File: config.mk
export PLATFORM = sky130hd
export DESIGN_NAME = adcsc_top
export DESIGN_NICKNAME = d
export VERILOG_FILES = /design/src/verilog/adcsc_pkg.sv /design/src/verilog/adcsc_engine.sv /design/src/verilog/adcsc_top.sv
export SDC_FILE = /design/constraint.sdc
export NUM_CORES = 1
export LEC_CHECK = 0
export BUFFER_PORTS_ARGS = -buffer_cell sky130_fd_sc_hd__buf_2
export CORE_MARGIN = 4
export CORE_UTILIZATION = 41
export DETAILED_ROUTE_END_ITERATION = 8
export PLACE_DENSITY = 0.64
export SYNTH_ARGS = -nofsm -noshare
export SYNTH_HDL_FRONTEND = slang
export SYNTH_SLANG_ARGS = --single-unit
File: constraint.sdc
create_clock -name aclk -period 3.4 [get_ports aclk]
set_input_delay 0.68 -clock aclk [delete_from_list [all_inputs] [get_ports aclk]]
set_output_delay 0.68 -clock aclk [all_outputs]
set_load 0.1 [all_outputs]
File: src/verilog/adcsc_pkg.sv
// Package: register map, field layout and timing for the conversion control block
package adcsc_pkg;

  // Register indices; the byte address is four times the index
  localparam logic [9:0]  IDX_SETUP      = 10'h000;
  localparam logic [9:0]  IDX_RESULT     = 10'h002;
  localparam logic [9:0]  IDX_STATUS     = 10'h004;
  localparam logic [9:0]  IDX_TRIGGER    = 10'h006;
  localparam logic [9:0]  IDX_SEQCTL     = 10'h00a;
  localparam logic [9:0]  IDX_IRQ_STATUS = 10'h010;
  localparam logic [9:0]  IDX_IRQ_MASK   = 10'h012;

  // Setup register field positions
  localparam int          SETUP_CH_LSB   = 0;
  localparam int          SETUP_TOPO_BIT = 5;
  localparam int          SETUP_GAIN_LSB = 6;
  localparam int          SETUP_AUTO_BIT = 8;
  localparam int          SETUP_WIDTH    = 9;

  // Status and interrupt bit positions
  localparam int          STAT_CONV_BUSY   = 0;
  localparam int          STAT_SETTLE_BUSY = 1;
  localparam int          IRQ_CONV_DONE    = 0;
  localparam int          IRQ_SETTLE_DONE  = 1;
  localparam int          SEQCTL_ENABLE    = 0;

  // Reset values
  localparam logic [8:0]  SETUP_RESET    = 9'h000;
  localparam logic [15:0] RESULT_RESET   = 16'h0000;
  localparam logic [1:0]  IRQ_RESET      = 2'h0;
  localparam logic        SEQCTL_RESET   = 1'b0;

  // Result coding
  localparam logic        BIPOLAR_RANGE  = 1'b1;

  // Settling interval
  localparam int          CLK_PERIOD_NS  = 10;
  localparam int          SETTLE_TIME_NS = 10000;
  localparam logic [15:0] SETTLE_CYCLES  = 16'((SETTLE_TIME_NS + CLK_PERIOD_NS - 1)
                                                / CLK_PERIOD_NS);

  // Bus answers
  localparam logic [1:0]  RESP_OKAY      = 2'b00;
  localparam logic [1:0]  RESP_SLVERR    = 2'b10;

  typedef struct packed {
    logic       auto_settle;
    logic [1:0] gain;
    logic       input_topology;
    logic [4:0] channel;
  } adcsc_setup_type;

  typedef struct packed {
    logic       mux_enable;
    logic       input_topology;
    logic [4:0] channel;
    logic [1:0] gain;
  } adcsc_front_type;

  typedef enum logic [1:0] {
    CV_IDLE  = 2'b00,
    CV_START = 2'b01,
    CV_WAIT  = 2'b10
  } adcsc_conv_state_type;

endpackage : adcsc_pkg

File: src/verilog/adcsc_engine.sv
// Conversion engine: settling timer, launch, capture and result coding
`timescale 1ns/1ps
module adcsc_engine
  import adcsc_pkg::*;
(
  // Clock and reset
  input  wire logic            aclk,
  input  wire logic            aresetn,
  // From the register file
  input  wire logic            setup_wr,
  input  wire adcsc_setup_type setup_new,
  input  wire logic            trigger_wr,
  // From the converter, already synchronised
  input  wire logic            done_pulse,
  input  wire logic [15:0]     sample_raw,
  // Status and results
  output logic                 settle_busy,
  output logic                 conv_busy,
  output logic                 settle_evt,
  output logic                 conv_evt,
  output logic                 conv_start,
  output logic [15:0]          result_q,
  output adcsc_setup_type      cfg_q
);

  adcsc_conv_state_type state_q, state_d;
  logic [15:0]          settle_cnt_q, settle_cnt_d;
  logic                 auto_pend_q, auto_pend_d;
  logic [15:0]          result_d;
  adcsc_setup_type      cfg_d;
  logic                 settle_done;
  logic                 launch;

  ////////////////////////////////////////////////////////////////////////////
  // Settling timer
  assign settle_done = (settle_cnt_q == 16'h0001);

  always_comb begin
    settle_cnt_d = settle_cnt_q;
    auto_pend_d  = auto_pend_q;
    if (setup_wr) begin
      settle_cnt_d = SETTLE_CYCLES;
      auto_pend_d  = setup_new.auto_settle;
    end else if (settle_cnt_q != 16'h0000) begin
      settle_cnt_d = settle_cnt_q - 16'h0001;
    end
    if (launch && !setup_wr) begin
      auto_pend_d = 1'b0;
    end
  end

  assign settle_busy = (settle_cnt_q != 16'h0000);
  assign settle_evt  = settle_done && !setup_wr && !auto_pend_q;

  ////////////////////////////////////////////////////////////////////////////
  // Conversion control
  always_comb begin
    launch = 1'b0;
    if (state_q == CV_IDLE) begin
      launch = (trigger_wr && !auto_pend_q && !settle_busy)
               || (auto_pend_q && settle_cnt_q <= 16'h0001 && !setup_wr);
    end
  end

  always_comb begin
    state_d  = state_q;
    cfg_d    = cfg_q;
    result_d = result_q;
    unique case (state_q)
      CV_IDLE: begin
        if (launch) begin
          state_d = CV_START;
          cfg_d   = setup_new;
        end
      end
      CV_START: begin
        state_d = CV_WAIT;
      end
      CV_WAIT: begin
        if (done_pulse) begin
          state_d  = CV_IDLE;
          result_d = BIPOLAR_RANGE ? sample_raw
                                   : {~sample_raw[15], sample_raw[14:0]};
        end
      end
      default: begin
        state_d = CV_IDLE;
      end
    endcase
  end

  always_ff @(posedge aclk) begin
    if (!aresetn) begin
      state_q      <= CV_IDLE;
      cfg_q        <= adcsc_setup_type'(SETUP_RESET);
      result_q     <= RESULT_RESET;
      settle_cnt_q <= 16'h0000;
      auto_pend_q  <= 1'b0;
    end else begin
      state_q      <= state_d;
      cfg_q        <= cfg_d;
      result_q     <= result_d;
      settle_cnt_q <= settle_cnt_d;
      auto_pend_q  <= auto_pend_d;
    end
  end

  assign conv_busy  = (state_q != CV_IDLE);
  assign conv_start = (state_q == CV_START);
  assign conv_evt   = (state_q == CV_WAIT) && done_pulse;
endmodule : adcsc_engine

File: src/verilog/adcsc_top.sv
// Top: AXI4-Lite register file, interrupts and converter pins for one conversion
`timescale 1ns/1ps
module adcsc_top
  import adcsc_pkg::*;
(
  // Clock and reset
  input  wire logic            aclk,
  input  wire logic            aresetn,
  // AXI4-Lite write address
  input  wire logic [11:0]     s_axi_awaddr,
  input  wire logic            s_axi_awvalid,
  output logic                 s_axi_awready,
  // AXI4-Lite write data
  input  wire logic [31:0]     s_axi_wdata,
  input  wire logic [3:0]      s_axi_wstrb,
  input  wire logic            s_axi_wvalid,
  output logic                 s_axi_wready,
  // AXI4-Lite write response
  output logic [1:0]           s_axi_bresp,
  output logic                 s_axi_bvalid,
  input  wire logic            s_axi_bready,
  // AXI4-Lite read address
  input  wire logic [11:0]     s_axi_araddr,
  input  wire logic            s_axi_arvalid,
  output logic                 s_axi_arready,
  // AXI4-Lite read data
  output logic [31:0]          s_axi_rdata,
  output logic [1:0]           s_axi_rresp,
  output logic                 s_axi_rvalid,
  input  wire logic            s_axi_rready,
  // Interrupt
  output logic                 irq,
  // Analog front end
  output adcsc_front_type      front,
  // Converter chip
  output logic                 conv_start,
  input  wire logic            conv_done_pin,
  input  wire logic [15:0]     conv_data_pin
);

  logic [11:0]     aw_addr_q, aw_addr_d;
  logic            aw_full_q, aw_full_d;
  logic [31:0]     w_data_q, w_data_d;
  logic [1:0]      w_strb_q, w_strb_d;
  logic            w_full_q, w_full_d;
  logic            bvalid_q, bvalid_d;
  logic [1:0]      bresp_q, bresp_d;
  logic            rvalid_q, rvalid_d;
  logic [31:0]     rdata_q, rdata_d;
  logic [1:0]      rresp_q, rresp_d;
  logic [8:0]      setup_q, setup_d;
  logic            seq_on_q, seq_on_d;
  logic [1:0]      irq_stat_q, irq_stat_d;
  logic [1:0]      irq_mask_q, irq_mask_d;
  logic            done_s1_q, done_s2_q, done_s3_q;
  logic [15:0]     data_s1_q, data_s2_q;
  logic            wr_fire;
  logic [9:0]      wr_idx;
  logic            wr_ok;
  logic            setup_wr, trigger_wr;
  logic            settle_busy, conv_busy, settle_evt, conv_evt, conv_flag;
  logic [15:0]     result;
  adcsc_setup_type cfg;

  function automatic logic [9:0] reg_index(input logic [11:0] addr);
    reg_index = addr[11:2];
  endfunction : reg_index

  function automatic logic reg_mapped(input logic [11:0] addr);
    logic [9:0] idx;
    idx = addr[11:2];
    reg_mapped = (addr[1:0] == 2'b00) &&
                 (idx == IDX_SETUP || idx == IDX_RESULT || idx == IDX_STATUS ||
                  idx == IDX_TRIGGER || idx == IDX_SEQCTL || idx == IDX_IRQ_STATUS ||
                  idx == IDX_IRQ_MASK);
  endfunction : reg_mapped

  ////////////////////////////////////////////////////////////////////////////
  // Pin synchronisers
  always_ff @(posedge aclk) begin
    if (!aresetn) begin
      done_s1_q <= 1'b0;
      done_s2_q <= 1'b0;
      done_s3_q <= 1'b0;
      data_s1_q <= 16'h0000;
      data_s2_q <= 16'h0000;
    end else begin
      done_s1_q <= conv_done_pin;
      done_s2_q <= done_s1_q;
      done_s3_q <= done_s2_q;
      data_s1_q <= conv_data_pin;
      data_s2_q <= data_s1_q;
    end
  end

  ////////////////////////////////////////////////////////////////////////////
  // Write channel: address and data accepted in either order
  assign s_axi_awready = !aw_full_q && !bvalid_q;
  assign s_axi_wready  = !w_full_q && !bvalid_q;
  assign wr_fire       = aw_full_q && w_full_q && !bvalid_q;
  assign wr_idx        = reg_index(aw_addr_q);
  assign wr_ok         = reg_mapped(aw_addr_q) && wr_idx != IDX_RESULT && wr_idx != IDX_STATUS;
  assign setup_wr      = wr_fire && wr_ok && wr_idx == IDX_SETUP && (|w_strb_q);
  assign trigger_wr    = wr_fire && wr_ok && wr_idx == IDX_TRIGGER && !seq_on_q;

  always_comb begin
    aw_addr_d = aw_addr_q;
    aw_full_d = aw_full_q;
    w_data_d  = w_data_q;
    w_strb_d  = w_strb_q;
    w_full_d  = w_full_q;
    bvalid_d  = bvalid_q;
    bresp_d   = bresp_q;
    if (s_axi_awvalid && s_axi_awready) begin
      aw_addr_d = s_axi_awaddr;
      aw_full_d = 1'b1;
    end
    if (s_axi_wvalid && s_axi_wready) begin
      w_data_d = s_axi_wdata;
      w_strb_d = s_axi_wstrb[1:0];
      w_full_d = 1'b1;
    end
    if (wr_fire) begin
      aw_full_d = 1'b0;
      w_full_d  = 1'b0;
      bvalid_d  = 1'b1;
      bresp_d   = wr_ok ? RESP_OKAY : RESP_SLVERR;
    end else if (bvalid_q && s_axi_bready) begin
      bvalid_d = 1'b0;
    end
  end

  ////////////////////////////////////////////////////////////////////////////
  // Control registers and interrupt flags
  always_comb begin
    setup_d    = setup_q;
    seq_on_d   = seq_on_q;
    irq_mask_d = irq_mask_q;
    irq_stat_d = irq_stat_q;
    if (setup_wr) begin
      if (w_strb_q[0]) setup_d[7:0] = w_data_q[7:0];
      if (w_strb_q[1]) setup_d[8]   = w_data_q[SETUP_AUTO_BIT];
    end
    if (wr_fire && wr_ok && wr_idx == IDX_SEQCTL && w_strb_q[0]) begin
      seq_on_d = w_data_q[SEQCTL_ENABLE];
    end
    if (wr_fire && wr_ok && wr_idx == IDX_IRQ_MASK && w_strb_q[0]) begin
      irq_mask_d = w_data_q[1:0];
    end
    if (wr_fire && wr_ok && wr_idx == IDX_IRQ_STATUS && w_strb_q[0]) begin
      irq_stat_d = irq_stat_q & ~w_data_q[1:0];
    end
    if (conv_evt) irq_stat_d[IRQ_CONV_DONE] = 1'b1;
    if (settle_evt) irq_stat_d[IRQ_SETTLE_DONE] = 1'b1;
  end

  ////////////////////////////////////////////////////////////////////////////
  // Read channel
  always_comb begin
    rvalid_d = rvalid_q;
    rdata_d  = rdata_q;
    rresp_d  = rresp_q;
    if (s_axi_arvalid && s_axi_arready) begin
      rvalid_d = 1'b1;
      rdata_d  = 32'h0000_0000;
      rresp_d  = reg_mapped(s_axi_araddr) ? RESP_OKAY : RESP_SLVERR;
      if (reg_mapped(s_axi_araddr)) begin
        unique case (reg_index(s_axi_araddr))
          IDX_SETUP:      rdata_d[8:0]  = setup_q;
          IDX_RESULT:     rdata_d[15:0] = result;
          IDX_STATUS:     rdata_d[1:0]  = {settle_busy, conv_flag};
          IDX_SEQCTL:     rdata_d[0]    = seq_on_q;
          IDX_IRQ_STATUS: rdata_d[1:0]  = irq_stat_q;
          IDX_IRQ_MASK:   rdata_d[1:0]  = irq_mask_q;
          default:        rdata_d       = 32'h0000_0000;
        endcase
      end
    end else if (rvalid_q && s_axi_rready) begin
      rvalid_d = 1'b0;
    end
  end

  always_ff @(posedge aclk) begin
    if (!aresetn) begin
      aw_addr_q  <= 12'h000;
      aw_full_q  <= 1'b0;
      w_data_q   <= 32'h0000_0000;
      w_strb_q   <= 2'h0;
      w_full_q   <= 1'b0;
      bvalid_q   <= 1'b0;
      bresp_q    <= RESP_OKAY;
      rvalid_q   <= 1'b0;
      rdata_q    <= 32'h0000_0000;
      rresp_q    <= RESP_OKAY;
      setup_q    <= SETUP_RESET;
      seq_on_q   <= SEQCTL_RESET;
      irq_stat_q <= IRQ_RESET;
      irq_mask_q <= IRQ_RESET;
    end else begin
      aw_addr_q  <= aw_addr_d;
      aw_full_q  <= aw_full_d;
      w_data_q   <= w_data_d;
      w_strb_q   <= w_strb_d;
      w_full_q   <= w_full_d;
      bvalid_q   <= bvalid_d;
      bresp_q    <= bresp_d;
      rvalid_q   <= rvalid_d;
      rdata_q    <= rdata_d;
      rresp_q    <= rresp_d;
      setup_q    <= setup_d;
      seq_on_q   <= seq_on_d;
      irq_stat_q <= irq_stat_d;
      irq_mask_q <= irq_mask_d;
    end
  end

  assign s_axi_bvalid  = bvalid_q;
  assign s_axi_bresp   = bresp_q;
  assign s_axi_arready = !rvalid_q;
  assign s_axi_rvalid  = rvalid_q;
  assign s_axi_rdata   = rdata_q;
  assign s_axi_rresp   = rresp_q;
  assign irq           = |(irq_stat_q & irq_mask_q);
  assign conv_flag     = conv_busy || (setup_q[SETUP_AUTO_BIT] && settle_busy);

  ////////////////////////////////////////////////////////////////////////////
  // Conversion engine and front end
  adcsc_engine u_engine (
    .aclk        (aclk),
    .aresetn     (aresetn),
    .setup_wr    (setup_wr),
    .setup_new   (adcsc_setup_type'(setup_d)),
    .trigger_wr  (trigger_wr),
    .done_pulse  (done_s2_q && !done_s3_q),
    .sample_raw  (data_s2_q),
    .settle_busy (settle_busy),
    .conv_busy   (conv_busy),
    .settle_evt  (settle_evt),
    .conv_evt    (conv_evt),
    .conv_start  (conv_start),
    .result_q    (result),
    .cfg_q       (cfg)
  );

  // Differential pairs on channel sixteen and up select nothing
  assign front.mux_enable     = !(cfg.input_topology && cfg.channel[4]);
  assign front.input_topology = cfg.input_topology;
  assign front.channel        = cfg.channel;
  assign front.gain           = cfg.gain;

  logic [15:0] settle_len_q;
  always_ff @(posedge aclk) begin
    if (!aresetn) settle_len_q <= 16'h0000;
    else          settle_len_q <= (settle_busy && !setup_wr) ? settle_len_q + 16'h0001 : 16'h0000;
  end
endmodule : adcsc_top
==> flow_summary.json <==
{
  "outcome": "finished, final reports clean",
  "via_count": 4383,
  "maxCapViolCount": 0,
  "wl_met1_um": 5890,
  "met3WireLength_um": 646,
  "grt-ovfl-total": 0,
  "worstMarginPinSlew_ns": 0.768,
  "synth_top_area_share_pct": 50.1,
  "place_area_mm2": 0.00604,
  "dp_cells": 853,
  "drt_pass1_iterations": 4,
  "drtIter0Drc": 265,
  "grt_max_degree": 58,
  "finalSetupViolCount": 0,
  "cp.arrival_ns": 2.99,
  "yosys_warnings": 0,
  "synth_most_common_cell": "dfxtp_1",
  "r2r_slack_ns": 0.72,
  "cts_made_buffers": 17,
  "final_antenna_net_count": 0,
  "drive_gt1_share_pct": 20.5,
  "fin_area_mm2": 0.00660,
  "grt_pass1_wl_um": 20500,
  "syn_area_mm2": 0.00548,
  "rows": 41,
  "async_flop_share_pct": 0,
  "rr_worst_depth": 8,
  "synthFlopType": "dfxtp_1",
  "period_minus_slack_ns": 2.68,
  "syn-instance-count": 609,
  "diodes": 0,
  "cts_max_level": 4,
  "path_clk_slew_ns": 0.06,
  "crit_required_ns": 3.70,
  "grt_setup_unrepaired": "false",
  "syn2layout_area_growth_pct": 20.5,
  "first_global_vias": 4191,
  "clock-sinks": 137,
  "cp_max_fo": 9,
  "clock_path_buffers": 2,
  "start_kind": "register",
  "ys_seq_area_share_pct": 50.1,
  "insertion_delay_ns": 0.42,
  "endpoint_kind": "register",
  "worstHoldPathCells": 1,
  "io_buffers": 92,
  "crit_type": "register to register",
  "drt-total-wl_um": 12700,
  "slew-limit-headroom_pct": 48.3,
  "dp_hpwl_um": 9370,
  "synth_edf_count": 0,
  "cp-startpoint": "u_engine.settle_cnt_q[0]$_SDFFE_PP0N_",
  "post_cts_buffers": 0,
  "dieArea_mm2": 0.0153,
  "vdd_drop_max_uv": 378,
  "holdPathEnd": "data_s2_q[14]$_SDFF_PN0_",
  "finalNonFillerCells": 885,
  "gp_congestion": 0.865,
  "synth_cell_types": 51,
  "hold_buffers": 0,
  "dieHeight_um": 124,
  "initial_core_util_pct": 42.7,
  "synth_area_leader_cell": "dfxtp_1",
  "nets": 786,
  "ios": 136,
  "core_area_mm2": 0.0128,
  "synth_common_cells": "dfxtp_1 (137), nand2_1 (99), a21oi_1 (56)",
  "final-seq-area_mm2": 0.00274,
  "fillCellCount": 1229,
  "drcViolationCount": 0,
  "r2r_start": "u_engine.settle_cnt_q[0]$_SDFFE_PP0N_",
  "wl_per_cell_um": 14.3,
  "r2r_end": "u_engine.cfg_q[2]$_SDFFE_PN0P_",
  "top_layer": "met4",
  "maxSlewViolCount": 0,
  "p_leak_nw": 2.79,
  "root_buffer": "clkbuf_16",
  "post-route-util_pct": 51.5,
  "track_usage_pct": 17.3,
  "cts_resized": 0,
  "power.density_mw_per_mm2": 666,
  "tns_ns": 0,
  "min_period_over_period_pct": 79.0,
  "synth_area_leaders": "dfxtp_1 (50%), nand2_1 (6.8%), and2_1 (5.4%), a21oi_1 (5.1%), nor2_1 (3.0%)",
  "ys_ff_latch": 137,
  "syn_area_per_cell_um2": 8.99,
  "hold_violations": 0,
  "antenna_found_initial": 0,
  "fmax_mhz": 372,
  "hold_path.startpoint": "data_s1_q[14]$_SDFF_PN0_",
  "wl_met2_um": 5970,
  "multi_input_area_mm2": 0.00250,
  "cts_tree": "yes",
  "fin_skew_ns": 0.00603,
  "die_x_um": 124,
  "viasPerCell": 4.95,
  "hold_path_class": "register to register"
}
## metal layers
| metal | up-vias | global-route usage (%) |
|---|---|---|
| li1 | 2240 | - |
| met1 | 2017 | 22.5 |
| met2 | 110 | 27.7 |
| met3 | 16 | 4.54 |
| met4 | 0 | 6.23 |
| met5 | - | 0 |
## worst max path at each step
stage	end	slack (ns)	depth (start not counted)
finish	u_engine.cfg_q[2]$_SDFFE_PN0P_	0.72	8
global route	u_engine.cfg_q[2]$_SDFFE_PN0P_	0.60	8
CTS	u_engine.cfg_q[2]$_SDFFE_PN0P_	0.71	8
detailed placement	u_engine.cfg_q[2]$_SDFFE_PN0P_	0.74	8
global placement	u_engine.cfg_q[7]$_SDFFE_PN0P_	0.80	5
floorplan	aw_addr_q[10]$_SDFFE_PN0P_	0.43	5
## placed cells by master (no fill, tap or decap), types with 5 or more instances in the layout
master | Yosys | routed
nor2_1 | 44 | 44
conb_1 | 1 | 18
a22oi_1 | 8 | 8
nand3_1 | 8 | 8
inv_6 | 0 | 5
nand3b_1 | 6 | 6
nand2_1 | 99 | 99
inv_1 | 11 | 11
buf_2 | 0 | 92
nor4_1 | 6 | 6
nor3_1 | 10 | 10
o21a_1 | 10 | 10
xor2_1 | 9 | 9
a2bb2oi_1 | 7 | 7
nand4_1 | 6 | 6
a21oi_1 | 56 | 56
a21boi_0 | 9 | 9
and3_1 | 8 | 8
clkbuf_16 | 0 | 17
buf_4 | 18 | 9
o21ai_0 | 6 | 6
and2_1 | 47 | 47
mux2i_1 | 12 | 12
mux2_4 | 8 | 8
dfxtp_1 | 137 | 137
or4_1 | 7 | 7
## final cells by class
class | count | share of cell area [%]
tap | 172 | 3.26
inverter | 12 | 0.683
clock inverter | 13 | 1.67
multi-input combinational | 431 | 38.0
sequential | 137 | 41.6
clock buffer | 19 | 6.86
timing repair buffer | 101 | 8.00
## flip-flops by register name, summed over array words and instances, names as in the netlist, 2 cells and up
| register | cells |
|---|---|
| irq_mask_q | 2 |
| u_engine.settle_cnt_q | 16 |
| w_strb_q | 2 |
| w_data_q | 9 |
| u_engine.cfg_q | 8 |
| setup_q | 9 |
| u_engine.state_q | 2 |
| aw_addr_q | 12 |
| s_axi_rdata | 16 |
| irq_stat_q | 2 |
| data_s2_q | 16 |
| data_s1_q | 16 |
| u_engine.result_q | 16 |
## per-stage QoR
step | power (W) | hold slack, ns | setup slack, ns
finish | 0.00440 | 0.427 | 0.715
global route | 0.00462 | 0.442 | 0.600
CTS | 0.00442 | 0.430 | 0.710
detailed placement | 0.00270 | 0.418 | 0.743
global placement | 0.00267 | 0.417 | 0.800
floorplan | 0.00250 | 0.412 | 0.428
## critical path, stage by stage (launching register included)
cell and delay [ns]:
dfxtp_1 0.37, inv_1 0.08, ha_1 0.27, nor4b_1 0.32, buf_4 0.21, nand3_1 0.07
or4_1 0.52, a21o_1 0.37, mux2_4 0.36
## cells by family (layout without fill, tap and decap cells)
group                    count (synthesis)  after routing  share of synthesized area (%)
flip-flops                             137            137                           50.1
AND/OR/NAND/NOR                        264            264                           24.2
AO/OA/AOI/OAI                          115            115                           13.0
adder cells (fa/ha/maj)                  2              2                          0.457
XOR/XNOR                                10             10                           1.60
other                                    1             18                         0.0685
buffers and inverters                   58            145                           5.35
multiplexers                            22             22                           5.21
## power by group
| group | total [W] | internal [W] | switching (W) |
|---|---|---|---|
| registers | 0.00181 | 0.00171 | 0.0000975 |
| logic | 0.000874 | 0.000308 | 0.000566 |
| clock network | 0.00171 | 0.000989 | 0.000726 |
No activity file was read; power rests on OpenSTA's default activity.
